===== src/include/bsw_pkg.sv =====
package bsw_pkg;

    // Word width and bit positions of the block status word.
    localparam int W      = 16;
    localparam int B_EOM  = 15;
    localparam int B_SOM  = 14;
    localparam int B_BUS  = 13;
    localparam int B_EO   = 12;
    localparam int B_RTRT = 11;
    localparam int B_GAP  = 10;
    localparam int B_TMO  = 9;
    localparam int B_LEN  = 5;
    localparam int B_SYNC = 4;
    localparam int B_WORD = 3;
    localparam int B_RTE  = 2;
    localparam int B_CW2  = 1;
    localparam int B_CWC  = 0;

    localparam logic [W-1:0] BSW_RESET = 16'h0000;
    // Bits 10, 9, 5, 4, 3 and 2 always feed the summary fault flag.
    localparam logic [W-1:0] EO_MASK   = 16'h063C;

    // Command word fields.
    localparam int TR_BIT = 10;
    localparam int SA_HI  = 9;
    localparam int SA_LO  = 5;
    localparam int MC_HI  = 4;
    localparam int MC_LO  = 0;
    localparam int RTA_HI = 15;
    localparam int RTA_LO = 11;
    localparam logic [4:0] SA_MODE_LOW  = 5'h00;
    localparam logic [4:0] SA_MODE_HIGH = 5'h1F;
    localparam logic [4:0] MC_RX_LIMIT  = 5'h10;

    // Start flag delay: least 3 us, rounded up to whole cycles.
    localparam int CLK_PERIOD_NS   = 10;
    localparam int START_DELAY_NS  = 3000;
    localparam int START_DELAY_CYC =
        (START_DELAY_NS + CLK_PERIOD_NS - 1) / CLK_PERIOD_NS;
    localparam int CNT_W = 9;
    localparam logic [CNT_W-1:0] START_CYC = CNT_W'(START_DELAY_CYC);
    localparam logic [CNT_W-1:0] CNT_ZERO  = 9'h000;
    localparam logic [CNT_W-1:0] CNT_ONE   = 9'h001;
    localparam logic [CNT_W-1:0] CNT_MAX   = 9'h1FF;

    typedef enum logic [2:0] {
        ST_IDLE = 3'h1,
        ST_WAIT = 3'h2,
        ST_RUN  = 3'h4
    } mon_state_e;

endpackage


===== src/include/track_if.sv =====
`timescale 1ns/1ps
interface track_if import bsw_pkg::*; ();
    logic         arm;
    logic         expired;
    logic [W-1:0] cmd_new;
    logic [W-1:0] cmd_held;
    logic         undef_mode;
    logic         cw2_exempt;

    modport owner   (output arm, cmd_new, cmd_held,
                     input  expired, undef_mode, cw2_exempt);
    modport timer   (input  arm, output expired);
    modport decoder (input  cmd_new, cmd_held,
                     output undef_mode, cw2_exempt);
endinterface


===== src/hw/start_timer.sv =====
`timescale 1ns/1ps
module start_timer import bsw_pkg::*; (
    input  wire logic  clk,
    input  wire logic  rst,
    track_if.timer     trk
);
    logic [CNT_W-1:0] cnt_ff;
    logic [CNT_W-1:0] nxt_cnt;

    // Load on arm, then count down to zero; arming again restarts it.
    always_comb
    begin
        nxt_cnt = cnt_ff;
        if (trk.arm)
            nxt_cnt = START_CYC;
        else if (cnt_ff != CNT_ZERO)
            nxt_cnt = cnt_ff - CNT_ONE;
    end

    always_ff @(posedge clk)
    begin
        if (rst)
            cnt_ff <= CNT_ZERO;
        else
            cnt_ff <= nxt_cnt;
    end

    // Expiry is seen in the last counted cycle so the flag lands on time.
    assign trk.expired = (cnt_ff == CNT_ONE);
endmodule


===== src/hw/cmd_check.sv =====
`timescale 1ns/1ps
module cmd_check import bsw_pkg::*; (
    input  wire logic  clk,
    input  wire logic  rst,
    track_if.decoder   trk
);
    logic [4:0] sa_new;
    logic [4:0] mc_new;

    assign sa_new = trk.cmd_new[SA_HI:SA_LO];
    assign mc_new = trk.cmd_new[MC_HI:MC_LO];

    // Decode the incoming command against the held first command.
    always_comb
    begin
        trk.undef_mode = !trk.cmd_new[TR_BIT]
            && (sa_new == SA_MODE_LOW || sa_new == SA_MODE_HIGH)
            && (mc_new < MC_RX_LIMIT);
        trk.cw2_exempt = (sa_new == SA_MODE_LOW)
            || (sa_new == SA_MODE_HIGH)
            || (trk.cmd_new[RTA_HI:RTA_LO]
                == trk.cmd_held[RTA_HI:RTA_LO]);
    end
endmodule


===== src/hw/bsw_builder.sv =====
`timescale 1ns/1ps
// Summary of operation
// - Set end flag when message completes.
// - Clear start flag when end flag sets.
// - Set start flag 3-4 us after command.
// - Filtered-out messages never get start flag.
// - Bus bit: 0 for bus A, 1 for B.
// - Superseded unfinished message sets summary fault.
// - Gap, timeout, count errors set summary fault.
// - Sync, invalid word, RT-RT errors set fault.
// - Bits 1 and 0 normally set fault.
// - Mode subaddress in command two: no fault.
// - Same address in command two: no fault.
// - Undefined receive mode code: bit 0 only.
// - Two contiguous commands mark RT-RT transfer.
module bsw_builder import bsw_pkg::*; (
    input  wire logic         clk,
    input  wire logic         rst,
    input  wire logic         filter_enable,
    input  wire logic         cmd_valid,
    input  wire logic [W-1:0] cmd_word,
    input  wire logic         cmd_on_bus_b,
    input  wire logic         cmd_contiguous,
    input  wire logic         cmd_selected,
    input  wire logic         msg_complete,
    input  wire logic         gap_error,
    input  wire logic         timeout_error,
    input  wire logic         count_error,
    input  wire logic         sync_error,
    input  wire logic         word_error,
    input  wire logic         rtrt_error,
    input  wire logic         cw2_error,
    input  wire logic         content_error,
    output logic [W-1:0]      block_status_word,
    output logic              stack_write,
    output logic [W-1:0]      stack_data
);
    mon_state_e       state_ff;
    mon_state_e       nxt_state;
    logic [W-1:0]     bsw_ff;
    logic [W-1:0]     nxt_bsw;
    logic [W-1:0]     cmd1_ff;
    logic [W-1:0]     nxt_cmd1;
    logic             rtrt_ff;
    logic             nxt_rtrt;
    logic             sel_ff;
    logic             nxt_sel;
    logic             wr_ff;
    logic             nxt_wr;
    logic [W-1:0]     data_ff;
    logic [W-1:0]     nxt_data;
    logic [W-1:0]     err_bits;
    logic             is_open;
    logic             take_new;
    logic             finish;
    logic [W-1:0]     word;
    logic [CNT_W-1:0] age_ff;

    track_if trk ();

    start_timer u_timer (
        .clk (clk),
        .rst (rst),
        .trk (trk)
    );

    cmd_check u_check (
        .clk (clk),
        .rst (rst),
        .trk (trk)
    );

    assign trk.cmd_new  = cmd_word;
    assign trk.cmd_held = cmd1_ff;
    assign is_open      = (state_ff == ST_WAIT) || (state_ff == ST_RUN);

    // Error events only count while a message is open, filtered or not.
    always_comb
    begin
        err_bits         = BSW_RESET;
        err_bits[B_GAP]  = is_open && gap_error;
        err_bits[B_TMO]  = is_open && timeout_error;
        err_bits[B_LEN]  = is_open && count_error;
        err_bits[B_SYNC] = is_open && sync_error;
        err_bits[B_WORD] = is_open && word_error;
        err_bits[B_RTE]  = is_open && rtrt_error;
        err_bits[B_CW2]  = is_open && cw2_error;
        err_bits[B_CWC]  = is_open && content_error;
    end

    // Message tracking. Flags set by hardware are sticky until the next message starts,
    // except the start flag, which clears when the end flag sets; events between messages are dropped.
    always_comb
    begin
        nxt_state = state_ff;
        nxt_bsw   = bsw_ff;
        nxt_cmd1  = cmd1_ff;
        nxt_rtrt  = rtrt_ff;
        nxt_sel   = sel_ff;
        nxt_wr    = 1'b0;
        nxt_data  = data_ff;
        trk.arm   = 1'b0;
        take_new  = 1'b0;
        finish    = 1'b0;
        word      = bsw_ff | err_bits;
        // gap, timeout, count, sync, word, RT-RT errors feed fault
        if (|(word & EO_MASK))
            word[B_EO] = 1'b1;
        // plain bit 1 or 0 errors feed fault
        if (is_open && (cw2_error || content_error))
            word[B_EO] = 1'b1;
        case (state_ff)
            ST_IDLE:
            begin
                take_new = cmd_valid;
            end
            ST_WAIT, ST_RUN:
            begin
                if (cmd_valid && cmd_contiguous && !rtrt_ff)
                begin
                    word[B_RTRT] = 1'b1;
                    nxt_rtrt     = 1'b1;
                    if (trk.cw2_exempt)
                        word[B_CW2] = 1'b1;
                end
                else if (cmd_valid)
                begin
                    // old message overtaken unless it just ended
                    if (!msg_complete)
                        word[B_EO] = 1'b1;
                    finish   = 1'b1;
                    take_new = 1'b1;
                end
                else if (msg_complete)
                begin
                    finish    = 1'b1;
                    nxt_state = ST_IDLE;
                end
                if (state_ff == ST_WAIT && trk.expired && !finish)
                begin
                    nxt_state = ST_RUN;
                    if (sel_ff)
                        word[B_SOM] = 1'b1;
                end
                if (finish)
                begin
                    word[B_EOM] = 1'b1;
                    word[B_SOM] = 1'b0;
                end
                nxt_bsw = word;
                // record changes and the final word
                if (sel_ff && (finish || word != bsw_ff))
                begin
                    nxt_wr   = 1'b1;
                    nxt_data = word;
                end
            end
            default:
            begin
                nxt_state = ST_IDLE;
            end
        endcase
        // A new command opens a fresh word and restarts the delay.
        if (take_new)
        begin
            nxt_state      = ST_WAIT;
            nxt_bsw        = BSW_RESET;
            nxt_bsw[B_BUS] = cmd_on_bus_b;
            nxt_bsw[B_CWC] = trk.undef_mode;
            nxt_cmd1       = cmd_word;
            nxt_rtrt       = 1'b0;
            nxt_sel        = !filter_enable || cmd_selected;
            trk.arm        = 1'b1;
        end
    end

    always_ff @(posedge clk)
    begin
        if (rst)
        begin
            state_ff <= ST_IDLE;
            bsw_ff   <= BSW_RESET;
            cmd1_ff  <= BSW_RESET;
            rtrt_ff  <= 1'b0;
            sel_ff   <= 1'b0;
            wr_ff    <= 1'b0;
            data_ff  <= BSW_RESET;
        end
        else
        begin
            state_ff <= nxt_state;
            bsw_ff   <= nxt_bsw;
            cmd1_ff  <= nxt_cmd1;
            rtrt_ff  <= nxt_rtrt;
            sel_ff   <= nxt_sel;
            wr_ff    <= nxt_wr;
            data_ff  <= nxt_data;
        end
    end

    // Outputs come straight from the registers above.
    assign block_status_word = bsw_ff;
    assign stack_write       = wr_ff;
    assign stack_data        = data_ff;

    // Cycles since the last arm; read only by the checks below.
    always_ff @(posedge clk)
    begin
        if (rst)
            age_ff <= CNT_ZERO;
        else if (trk.arm)
            age_ff <= CNT_ZERO;
        else if (age_ff != CNT_MAX)
            age_ff <= age_ff + CNT_ONE;
    end
endmodule


===== config.mk =====
export PLATFORM = sky130hd
export DESIGN_NAME = bsw_builder
export DESIGN_NICKNAME = d
export VERILOG_FILES = /design/src/include/bsw_pkg.sv /design/src/include/track_if.sv /design/src/hw/start_timer.sv /design/src/hw/cmd_check.sv /design/src/hw/bsw_builder.sv
export SDC_FILE = /design/constraint.sdc
export NUM_CORES = 1
export LEC_CHECK = 0
export BUFFER_PORTS_ARGS = -buffer_cell sky130_fd_sc_hd__buf_2
export CORE_UTILIZATION = 50
export CTS_CLUSTER_DIAMETER = 40
export DETAILED_ROUTE_END_ITERATION = 10
export PLACE_DENSITY = 0.88
export RECOVER_POWER = 50
export SLEW_MARGIN = 20
export SYNTH_ARGS = -nofsm -noshare
export SYNTH_HDL_FRONTEND = slang
export SYNTH_SLANG_ARGS = --single-unit

===== constraint.sdc =====
create_clock -name clk -period 3 [get_ports clk]
set_clock_uncertainty 0.15 [all_clocks]
set_input_delay 0.3 -clock clk [delete_from_list [all_inputs] [get_ports clk]]
set_output_delay 0.3 -clock clk [all_outputs]
set_load 0.05 [all_outputs]

======== Yosys cells after proc, flatten, opt, wreduce, memory -nomap -nowiden ========
Index checks and enable logic that the tools add are counted.
operators by class
  order comparisons ....................... 1
  bitwise logic cells ..................... 3
  multiplexer cells ....................... 34
  equality and inequality tests ........... 14
  reduce and logical (&&, ||, !) cells .... 39
  add/sub/neg operators ................... 1
operator list
  cell                 count
  $mux 14              2
  $mux 1               21
  $mux 9               2
  $logic_and 1x1->1    16
  $ne 16x16->1         1
  $or 16x11->16        1
  $mux 3               4
  $ne 4x4->1 const B   3
  $eq 9x1->1 const B   1
  $ne 3x3->1 const B   3
  $reduce_bool 9->1    1
  $sub 9x1->9 const B  1
  $reduce_and 4->1     2
  $reduce_or 2->1      4
  $logic_or 1x1->1     6
  $mux 2               3
  $pmux 3 s2           1
  $reduce_or 6->1      1
  $eq 5x5->1           1
  $eq 5x5->1 const B   1
  $logic_not 5->1      1
  $lt 5x5->1 const B   1
  $logic_not 1->1      4
  $reduce_and 2->1     2
  7 further kinds      9
storage, ports and cells
  logic and storage cells ................. 103
  bits of input ports ..................... 32
  bits in registers ....................... 63
  output and inout bits ................... 33

======== Logic depth before layout (Yosys ltp) ========
Gate-level depths: netlist of run 1.
  depth after elaboration ................. 15
  gate-level depth with buffers ........... 8
  gate-level depth less buffers ........... 8

======== Hierarchy ========
Synthesis of run 1 repeated with hierarchy kept, for this count alone.
unflattened totals
  cells, all modules ...................... 311
  area, all modules ....................... 2,711.4 um^2
modules (own cells, without submodules)
  module       cells each  times used  area an instance (um^2)  sequential area each (um^2)
  bsw_builder  244         1           2,119.5                  960.9
  start_timer  56          1           494.2                    180.2
  cmd_check    11          1           97.6                     0.0

======== Least setup slack after synthesis of run 1 ========
OpenSTA, ideal clock, no wires.
  path type ............................... register -> register
  from .................................... reg bsw_ff[4], in the netlist block_status_word[4]
  to ...................................... reg data_ff[10], in the netlist stack_data[10]
  slack ................................... 0.765 ns
  cell stages (with the launch flop) ...... 8
  required time ........................... 2.722 ns
  period minus slack after synthesis ...... 2.235 ns
  data arrival time ....................... 1.957 ns
  cells stage by stage .................... dfxtp_1 nand2b_1 o221ai_1 o31ai_1 a31oi_4 buf_6 nor3_1 a211oi_2
between the ends
  word-level cells in the longest chain between the ends .. 12
RTL lines
  what                            RTL line            source
  from (decl)                     bsw_builder.sv:40   logic [W-1:0] bsw_ff;
  from (signal assigned)          bsw_builder.sv:192  bsw_ff <= nxt_bsw;
  $or 16x11->16                   bsw_builder.sv:105  word = bsw_ff | err_bits;
  $reduce_or 6->1                 bsw_builder.sv:107  if (|(word & EO_MASK))
  $mux 1                          bsw_builder.sv:107
  $mux 1                          bsw_builder.sv:110  if (is_open && (cw2_error || content_error))
  $mux 1                          bsw_builder.sv:129  if (!msg_complete)
  $mux 1                          bsw_builder.sv:126  else if (cmd_valid)
  $mux 1                          bsw_builder.sv:119  if (cmd_valid && cmd_contiguous && !rtrt_ff)
  $mux 1                          bsw_builder.sv:112  case (state_ff)
  $ne 16x16->1 (*)                bsw_builder.sv:152  if (sel_ff && (finish || word != bsw_ff))
  $logic_or 1x1->1 (*)            bsw_builder.sv:152
  $logic_and 1x1->1 (*)           bsw_builder.sv:152
  $reduce_and 2->1 (no line) (*)  --
  to (signal assigned)            bsw_builder.sv:197  data_ff <= nxt_data;
  to (decl)                       bsw_builder.sv:50   logic [W-1:0] data_ff;
Every way passes the cells marked *; elsewhere a longest branch is shown, timed or not. The select of a mux whose other input is x is not followed.
A chain may end at the register's enable or synchronous reset.

======== Final worst setup path of run 1 ========
  from .................................... reg state_ff[1]
  to ...................................... reg bsw_ff[12], in the netlist block_status_word[12]
between the ends
  word-level cells in the longest chain between the ends .. 11
  elaborated cells on any way between the ends .. 22
RTL lines
  what                                       RTL line                               source
  from (decl)                                bsw_builder.sv:38                      mon_state_e state_ff;
  from (signal assigned)                     bsw_builder.sv:191                     state_ff <= nxt_state;
  $eq 3x2->1 or $eq 3x3->1 (tied branches)   bsw_builder.sv:75, bsw_builder.sv:112
  $logic_or 1x1->1                           bsw_builder.sv:75                      assign is_open = (state_ff == ST_WAIT) || (state_ff == ST_RUN);
  $logic_and 1x1->1 (tied with other cells)  bsw_builder.sv:86                      err_bits[B_RTE] = is_open && rtrt_error;
  $or 16x11->16                              bsw_builder.sv:105
  $reduce_or 6->1                            bsw_builder.sv:107
  $mux 1                                     bsw_builder.sv:107
  $mux 1                                     bsw_builder.sv:110
  $mux 1                                     bsw_builder.sv:129
  $mux 1                                     bsw_builder.sv:126
  $mux 1                                     bsw_builder.sv:119
  $mux 1                                     bsw_builder.sv:112
Parallel ways exist; a longest one is shown, timed or not. The select of a mux whose other input is x is not followed.

==> results.json, run 1 <==
{
  "synth_edf_count": 0,
  "cts-root-buf": "clkbuf_8",
  "io_pins": 65,
  "synthesis.area_mm2": 0.00223,
  "clkPwrFrac": 0.270,
  "grt_pass1_wl_um": 8290,
  "clkSinkCount": 46,
  "ys_types": 53,
  "drv_slew": 0,
  "grt_pass1_vias": 1848,
  "crit_fanout": 18,
  "switching_share": 0.320,
  "syn_inst": 250,
  "grt_usage": 0.241,
  "status": "complete, no violations",
  "met3_usage": 0.0641,
  "clkTransAtPathRegs_ns": 0.09,
  "cts_buffers": 5,
  "cp-start-kind": "register",
  "wl_per_cell_um": 14.2,
  "place_inst": 345,
  "wl_um": 5010,
  "ctsHtreeMaxLevel": 2,
  "syn2layout_area_growth_pct": 14.3,
  "timing.fmax_mhz": 402,
  "viasPerCell": 5.71,
  "post_cts_buffers": 0,
  "hp-class": "input pin to register",
  "firstDrtPassIters": 4,
  "fin_area_mm2": 0.00255,
  "relSlewSlack": 0.506,
  "post-route-period-util": 0.829,
  "place.detailed.hpwl_um": 3620,
  "instances_no_fill": 353,
  "die_y_um": 68.8,
  "overflow": 0,
  "cap_violations": 0,
  "crit_path_end_kind": "register",
  "arrival_ns": 2.55,
  "cts_resized": 0,
  "drive_above_1_share": 0.185,
  "rsz0062_at_grt": "no",
  "cts_tree": "yes",
  "post-route-drc-count": 0,
  "seq_power_share": 0.475,
  "busiest_layer": "met2",
  "worstPathRequired_ns": 3.06,
  "fin_crit_ns": 2.49,
  "irDropWorstVdd_mv": 0.418,
  "met1_usage": 0.303,
  "synth-xor-area-share": 0.0472,
  "fp.dieArea_mm2": 0.00473,
  "startpoint": "state_ff[1]$_SDFFE_PP0P_",
  "synth-adder-area-share": 0.0168,
  "synth_top_family_by_area": "simple AND/OR/NAND/NOR gates",
  "diodes": 0,
  "synth-seq-cells": 46,
  "synth_simple_gate_area_frac": 0.223,
  "muxShareOfSynthArea": 0.0314,
  "final_nets": 337,
  "clockBufferDepth": 2,
  "ctsHoldBuffers": 0,
  "fin_tns_setup_ns": 0,
  "die_w_um": 68.8,
  "ys_warn_count": 0,
  "r2r-start": "state_ff[1]$_SDFFE_PP0P_",
  "clock_latency_ns": 0.31,
  "p_leak_nw": 1.02,
  "worstMarginPinSlew_ns": 0.741,
  "numPortBuffers": 54,
  "ant_nets": 0,
  "internal_power_mw": 1.00,
  "holdCritStartpoint": "cmd_on_bus_b",
  "grt_max_degree": 30,
  "power_density_mw_per_mm2": 579,
  "start_util": 0.538,
  "critPathKind": "register to register",
  "coreArea_mm2": 0.00414,
  "avgSynthCellArea_um2": 8.91,
  "dr_total_vias": 2017,
  "power_switching_mw": 0.472,
  "synth_compound_area_frac": 0.195,
  "power_frac_comb": 0.254,
  "num_rows": 23,
  "post-route-util": 0.614,
  "gp_congestion": 0.888,
  "synth-main-ff-cell": "dfxtp_1",
  "drt_iter0_drc": 110,
  "async_reset_ff_frac": 0,
  "antenna_found_initial": 0,
  "placed_area_mm2": 0.00249,
  "hold_viol": 0,
  "setup_violations": 0,
  "met2_usage": 0.382,
  "ys_seq_area_frac": 0.413
}
[logic make-up (layout without fill, tap and decap cells)]
group           Yosys count  count (layout)
simple gates             96              96
compound gates           56              56
flops                    46              46
buf+inv                  29              77
xor+xnor                 12              12
mux                       7               7
fa+ha+maj                 3               3
other cells               1               6
[path summary, 6_finish.rpt]
check / to / slack [ns] / cells past startpoint
min: block_status_word[13]$_SDFFE_PP0P_ / 0.08 / 3
min reg2reg: stack_data[13]$_SDFFE_PP0P_ / 0.32 / 2
max: block_status_word[12]$_SDFFE_PP0N_ / 0.51 / 5
max reg2reg: block_status_word[12]$_SDFFE_PP0N_ / 0.51 / 5
[registers in the layout, indices dropped and copies added, names as in the netlist]
name and count:
block_status_word 13, stack_write 1, rtrt_ff 1, sel_ff 1, state_ff 3, stack_data 13, u_timer.cnt_ff 9, cmd1_ff 5
[stage by stage]
step                setup slack [ns]  hold slack, ns  power, mW
floorplan                      0.765           0.294       1.01
detailed placement             0.639           0.308       1.10
finish                         0.512          0.0769       1.47
global route                   0.394           0.101       1.55
CTS                            0.600          0.0750       1.48
global placement               0.674           0.305       1.08
[synth_stat cells (all sizes together) (3+ instances only)]
cell type  number  share of area
xnor2           4          0.016
a31oi           4          0.018
o21ai           4         0.0090
nor4            3         0.0084
dfxtp          46           0.41
nor2           40          0.067
nand3           3         0.0067
ha              3          0.017
nand2           9          0.019
a21oi          21          0.047
a211oi         12          0.056
nor2b           4          0.015
mux2i           7          0.031
clkbuf          3         0.0051
nor3           19          0.045
xor2            8          0.031
inv            11          0.019
buf            15          0.048
[routing by layer]
layer / vias to the layer above / share of wire / wire (um)
met5: - / 0 / 0
met4: 0 / 0.024 / 120
met3: 13 / 0.076 / 379
met2: 89 / 0.45 / 2250
met1: 934 / 0.45 / 2260
li1: 981 / - / -
[critical path, cell delays in order (launching register included)]
cell and delay (ns):
dfxtp_1 0.35, xnor2_1 0.35, nor3_1 0.11, o21ai_1 0.52, nand2b_1 0.57, a211oi_1 0.35
[power by group through the flow]
stage	Combinational [mW]	Sequential [mW]	Clock, mW
after detailed placement	0.382	0.716	0
after CTS	0.384	0.702	0.399
after global placement	0.371	0.712	0
final	0.375	0.701	0.398
after global routing	0.415	0.708	0.422
after floorplan	0.295	0.717	0
[area by class of cell]
| type | instances | area [um2] |
|---|---|---|
| fillers | 366 | 1600 |
| clock buffers | 6 | 82.6 |
| flip-flops and latches | 46 | 921 |
| repair buffers | 58 | 263 |
| clock inverters | 2 | 12.5 |
| well taps | 50 | 62.6 |
| multi-input cells | 180 | 1160 |
| inverters | 11 | 41.3 |
[cell usage in the layout, fill, tap and decap left out, types with 3 or more instances in the layout]
cell and n:
a211oi_2 7, buf_2 27, nor2b_1 3, inv_1 11
buf_4 3, ha_1 3, nor4_1 3, a211oi_1 5
mux2i_1 7, nand2_1 8, dfxtp_1 46, a21oi_1 21
xor2_1 8, clkbuf_8 6, a31oi_1 3, o21ai_0 3
conb_1 6, nor2_1 40, nand3_1 3, nor3_1 18
clkbuf_1 28, xnor2_1 4
No activity file was read; power rests on OpenSTA's default activity.
==> inputs of run 2 (changes only) <==
==> constraint.sdc (replaced) <==
create_clock -name clk -period 2.55 [get_ports clk]
set_clock_uncertainty 0.15 [all_clocks]
set_input_delay 0.255 -clock clk [delete_from_list [all_inputs] [get_ports clk]]
set_output_delay 0.255 -clock clk [all_outputs]
set_load 0.05 [all_outputs]
==> run 2 against run 1 <==
Net effect: largest cell class unchanged; combinational power grew 22%; register-to-register slack got worse by 0.23 ns; global-route usage shrank 0.085 points; sequential power up 18%; critical path type unchanged; critical endpoint is now cmd1_ff[14]$_SDFFE_PP0P_; non-clock buffer count increased by 1; clock power up 25%; design area rose by 0.84%.
==> results.json, run 2 (synthesis results as in run 1) <==
{
  "ctsHtreeMaxLevel": 2,
  "fin_area_mm2": 0.00257,
  "clkSinkCount": 46,
  "drive_above_1_share": 0.194,
  "post-route-period-util": 0.891,
  "start_util": 0.538,
  "final_common_cell": "dfxtp_1",
  "setup_violations": 0,
  "crit_fanout": 15,
  "gp_congestion": 0.861,
  "wl_um": 5080,
  "r2r-start": "state_ff[1]$_SDFFE_PP0P_",
  "hp-class": "input pin to register",
  "status": "complete, no violations",
  "critPathKind": "register to register",
  "rsz0062_at_grt": "no",
  "arrival_ns": 2.30,
  "drv_slew": 0,
  "io_pins": 65,
  "seqCellArea_um2": 921,
  "startpoint": "state_ff[1]$_SDFFE_PP0P_",
  "antenna_found_initial": 0,
  "wl_per_cell_um": 14.4,
  "instances_no_fill": 354,
  "clkTransAtPathRegs_ns": 0.09,
  "cp-start-kind": "register",
  "crit_path_end_kind": "register",
  "final_nets": 338,
  "ctsHoldBuffers": 0,
  "fin_crit_ns": 2.27,
  "cts_buffers": 5,
  "numPortBuffers": 54,
  "post-route-drc-count": 0,
  "fin_tns_setup_ns": 0,
  "cts-root-buf": "clkbuf_8",
  "pre_cts_slack_ns": 0.269,
  "irDropWorstVdd_mv": 0.540,
  "fp.dieArea_mm2": 0.00473,
  "hold_viol": 0,
  "cts_resized": 0,
  "post_cts_buffers": 0,
  "cap_violations": 0,
  "layout_setup_ws_ns": 0.279,
  "grt_usage": 0.240,
  "grt_pass1_wl_um": 8230,
  "design_power_total_mw": 1.78,
  "die_y_um": 68.8,
  "post-route-util": 0.620,
  "relSlewSlack": 0.431,
  "grt_max_degree": 30,
  "multiInputGateArea_mm2": 0.00117,
  "grt_pass1_vias": 1804,
  "dr_total_vias": 2016,
  "syn2layout_area_growth_pct": 15.2,
  "firstDrtPassIters": 4,
  "worstPathRequired_ns": 2.58,
  "placed_area_mm2": 0.00250,
  "mostFrequentLayoutCells": "dfxtp_1 (46), nor2_1 (40), clkbuf_1 (28)",
  "nFillCells": 378,
  "ant_nets": 0,
  "die_w_um": 68.8,
  "p_leak_nw": 1.03,
  "overflow": 0,
  "hold_ws_ns": 0.0398,
  "cts_tree": "yes",
  "holdCritStartpoint": "cmd_on_bus_b",
  "viasPerCell": 5.69,
  "place.detailed.hpwl_um": 3690,
  "num_rows": 23,
  "power_density_mw_per_mm2": 694,
  "place_inst": 346,
  "diodes": 0,
  "timing.fmax_mhz": 440,
  "coreArea_mm2": 0.00414,
  "clockBufferDepth": 2,
  "clock_latency_ns": 0.31,
  "worstMarginPinSlew_ns": 0.853,
  "drt_iter0_drc": 95
}
==> run 2: cell type report <==
type,instances,area share
clock buffer,7,0.0375
multi-input combinational,180,0.455
timing repair buffer,59,0.105
sequential,46,0.359
tap,50,0.0244
inverter,11,0.0161
clock inverter,1,0.00341
==> run 2: power breakdown <==
part / internal, mW / leakage (nW) / switching, mW
clock network: 0.248 / 0.0544 / 0.250
registers: 0.775 / 0.374 / 0.0516
logic: 0.196 / 0.599 / 0.260
total: 1.22 / 1.03 / 0.562
==> run 2: critical path, cell delays in order (launching register included) <==
cell and delay, ns:
dfxtp_1 0.35, xnor2_1 0.32, nor3_1 0.09, o21ai_0 0.22, clkbuf_1 0.67, mux2i_1 0.27
nor2_1 0.06
==> run 2: final timing paths <==
kind	cells after the start	slack (ns)	to
worst max register to register	6	0.28	cmd1_ff[14]$_SDFFE_PP0P_
worst min-delay path	3	0.04	block_status_word[13]$_SDFFE_PP0P_
worst max-delay path	6	0.28	cmd1_ff[14]$_SDFFE_PP0P_
worst min register to register	2	0.33	stack_data[13]$_SDFFE_PP0P_
==> run 2: routing by layer <==
metal	wire length, um	track usage
met1	2230	0.300
met2	2420	0.393
met3	315	0.0428
met4	119	0.122
met5	0	0
==> inputs of run 3 (changes only) <==
--- a/config.mk
+++ b/config.mk
@@ -9,6 +9,7 @@
 export CORE_UTILIZATION = 50
 export CTS_CLUSTER_DIAMETER = 40
 export DETAILED_ROUTE_END_ITERATION = 10
+export HOLD_SLACK_MARGIN = 0.15
 export PLACE_DENSITY = 0.88
 export RECOVER_POWER = 50
 export SLEW_MARGIN = 20
==> run 3 against run 2 <==
Net effect: via count is 6.9% higher; worst hold slack better by 0.15 ns; worst setup slack worse by 0.16 ns; register-to-register slack worse by 0.12 ns; largest power group unchanged; highest routed layer unchanged.
==> results.json, run 3 (synthesis results as in run 1) <==
{
  "r2r_slack_ns": 0.16,
  "irDropWorstVdd_mv": 0.503,
  "mostFrequentLayoutCells": "dfxtp_1 (46), nor2_1 (40), buf_2 (27), clkbuf_1 (27), a21oi_1 (21)",
  "p_leak_nw": 1.10,
  "final_common_cell": "dfxtp_1",
  "fin_crit_ns": 2.43,
  "cts_tree": "yes",
  "diodes": 0,
  "critical-path-max-stage-delay_ns": 0.54,
  "start_util": 0.538,
  "power_frac_comb": 0.263,
  "grt_pass1_vias": 2004,
  "cts-root-buf": "clkbuf_8",
  "antenna_found_initial": 0,
  "setup_violations": 0,
  "crit_path_end_kind": "register",
  "worstMarginPinSlew_ns": 0.730,
  "wl_um": 5810,
  "switching_share": 0.317,
  "cp_slowest_cell": "dlygate4sd3_1",
  "r2r-start": "u_timer.cnt_ff[3]$_SDFFE_PP0P_",
  "clkPwrFrac": 0.277,
  "ctsHtreeMaxLevel": 2,
  "power_density_mw_per_mm2": 658,
  "grt_max_degree": 30,
  "fin_tns_setup_ns": 0,
  "die_w_um": 68.8,
  "post_cts_buffers": 0,
  "viasPerCell": 5.84,
  "seq_power_share": 0.460,
  "wl_per_cell_um": 15.7,
  "timing.fmax_mhz": 412,
  "overflow": 0,
  "drv_slew": 0,
  "worst_hold_path.endpoint": "sel_ff$_SDFFE_PP0P_",
  "critPathKind": "input pin to register",
  "hp-class": "input pin to register",
  "dr_total_vias": 2156,
  "die_y_um": 68.8,
  "place_inst": 346,
  "final_nets": 353,
  "cp-start-kind": "input pin",
  "ant_nets": 0,
  "r2r_cells": 6,
  "post-route-drc-count": 0,
  "clockBufferDepth": 2,
  "io_pins": 65,
  "drt_iter0_drc": 124,
  "grt_pass1_wl_um": 9140,
  "numPortBuffers": 54,
  "holdCritStartpoint": "cmd_selected",
  "relSlewSlack": 0.501,
  "worstPathCellList": "dlygate4sd3_1, buf_2, nor4_2, a211oi_1, o21bai_2, a31oi_4, nor3_1, a211oi_2",
  "clock_latency_ns": 0.31,
  "drive_above_1_share": 0.191,
  "crit_fanout": 13,
  "gp_congestion": 0.861,
  "internal_power_mw": 1.23,
  "worstPathRequired_ns": 2.57,
  "cap_violations": 0,
  "arrival_ns": 2.45,
  "post-route-period-util": 0.952,
  "timing.rr.end": "stack_data[14]$_SDFFE_PP0P_",
  "fp.dieArea_mm2": 0.00473,
  "cts_buffers": 5,
  "hold_viol": 0,
  "grt_usage": 0.269,
  "instances_no_fill": 369,
  "power_switching_mw": 0.569,
  "min_path_cells": 5,
  "coreArea_mm2": 0.00414,
  "status": "complete, no violations",
  "firstDrtPassIters": 5,
  "syn2layout_area_growth_pct": 22.4,
  "clkTransAtPathRegs_ns": 0.09,
  "rsz0062_at_grt": "no",
  "clkSinkCount": 46,
  "num_rows": 23,
  "place.detailed.hpwl_um": 3690
}
==> run 3: cell count changes in the layout (fill, tap and decap cells not counted), sizes merged <==
cell	change
dlygate4sd3	+15
buf	+1
clkbuf	-1
==> run 3: per-layer routing <==
metal | wire length [um] | vias up | track usage
li1 | - | 1012 | -
met1 | 2280 | 1000 | 0.318
met2 | 2870 | 122 | 0.439
met3 | 461 | 22 | 0.0592
met4 | 191 | 0 | 0.173
met5 | 0 | - | 0
==> run 3: through the flow <==
step	util	area, um2	hold WS (ns)	power [mW]	worst slack, ns
finish	0.658	2730	0.188	1.80	0.123
CTS	0.665	2760	0.180	1.81	0.178
floorplan	-	2250	0.249	1.19	0.315
detailed placement	0.603	2500	0.309	1.29	0.269
global route	0.658	2730	0.210	1.88	0.0488
global placement	0.603	2500	0.308	1.28	0.278
==> run 3: timing repair <==
action | in CTS | in global routing
endpoints found under the hold margin | 14 | 0
gates resized for setup | 0 | 2
hold buffers | 15 | 0
setup endpoints to repair | 0 | 13
==> run 3: how the worst max path moves through the flow <==
stage | start | to | slack, ns | cells after the start
after floorplan | block_status_word[4]$_SDFFE_PP0N_ | stack_data[10]$_SDFFE_PP0P_ | 0.31 | 7
after global placement | cmd_word[5] | stack_data[2]$_SDFFE_PP0P_ | 0.28 | 7
after detailed placement | cmd_word[5] | stack_data[2]$_SDFFE_PP0P_ | 0.27 | 7
after CTS | count_error | stack_data[4]$_SDFFE_PP0P_ | 0.18 | 8
after global routing | u_timer.cnt_ff[3]$_SDFFE_PP0P_ | stack_data[1]$_SDFFE_PP0P_ | 0.05 | 6
final | count_error | stack_data[4]$_SDFFE_PP0P_ | 0.12 | 8
==> run 3: layout make-up <==
class	count	area, um2
flip-flops and latches	46	921
repair buffers	74	424
fillers	348	1420
clock inverters	1	8.76
well taps	50	62.6
multi-input cells	180	1170
inverters	11	41.3
clock buffers	7	96.3
==> run 3: critical path, delay by kind of cell <==
family / cells / cell delay (ns)
AO/OA/AOI/OAI: 4 / 0.75
buffers and inverters: 2 / 0.69
AND/OR/NAND/NOR: 2 / 0.73
==> run 3: power by group through the flow <==
stage          Clock [mW]  Combinational, mW  Sequential, mW
2_1_floorplan           0              0.347           0.844
6_report            0.497              0.473           0.826
5_1_grt             0.528              0.522           0.835
3_3_place_gp            0              0.437           0.838
4_1_cts             0.503              0.478           0.827
3_5_place_dp            0              0.452           0.841
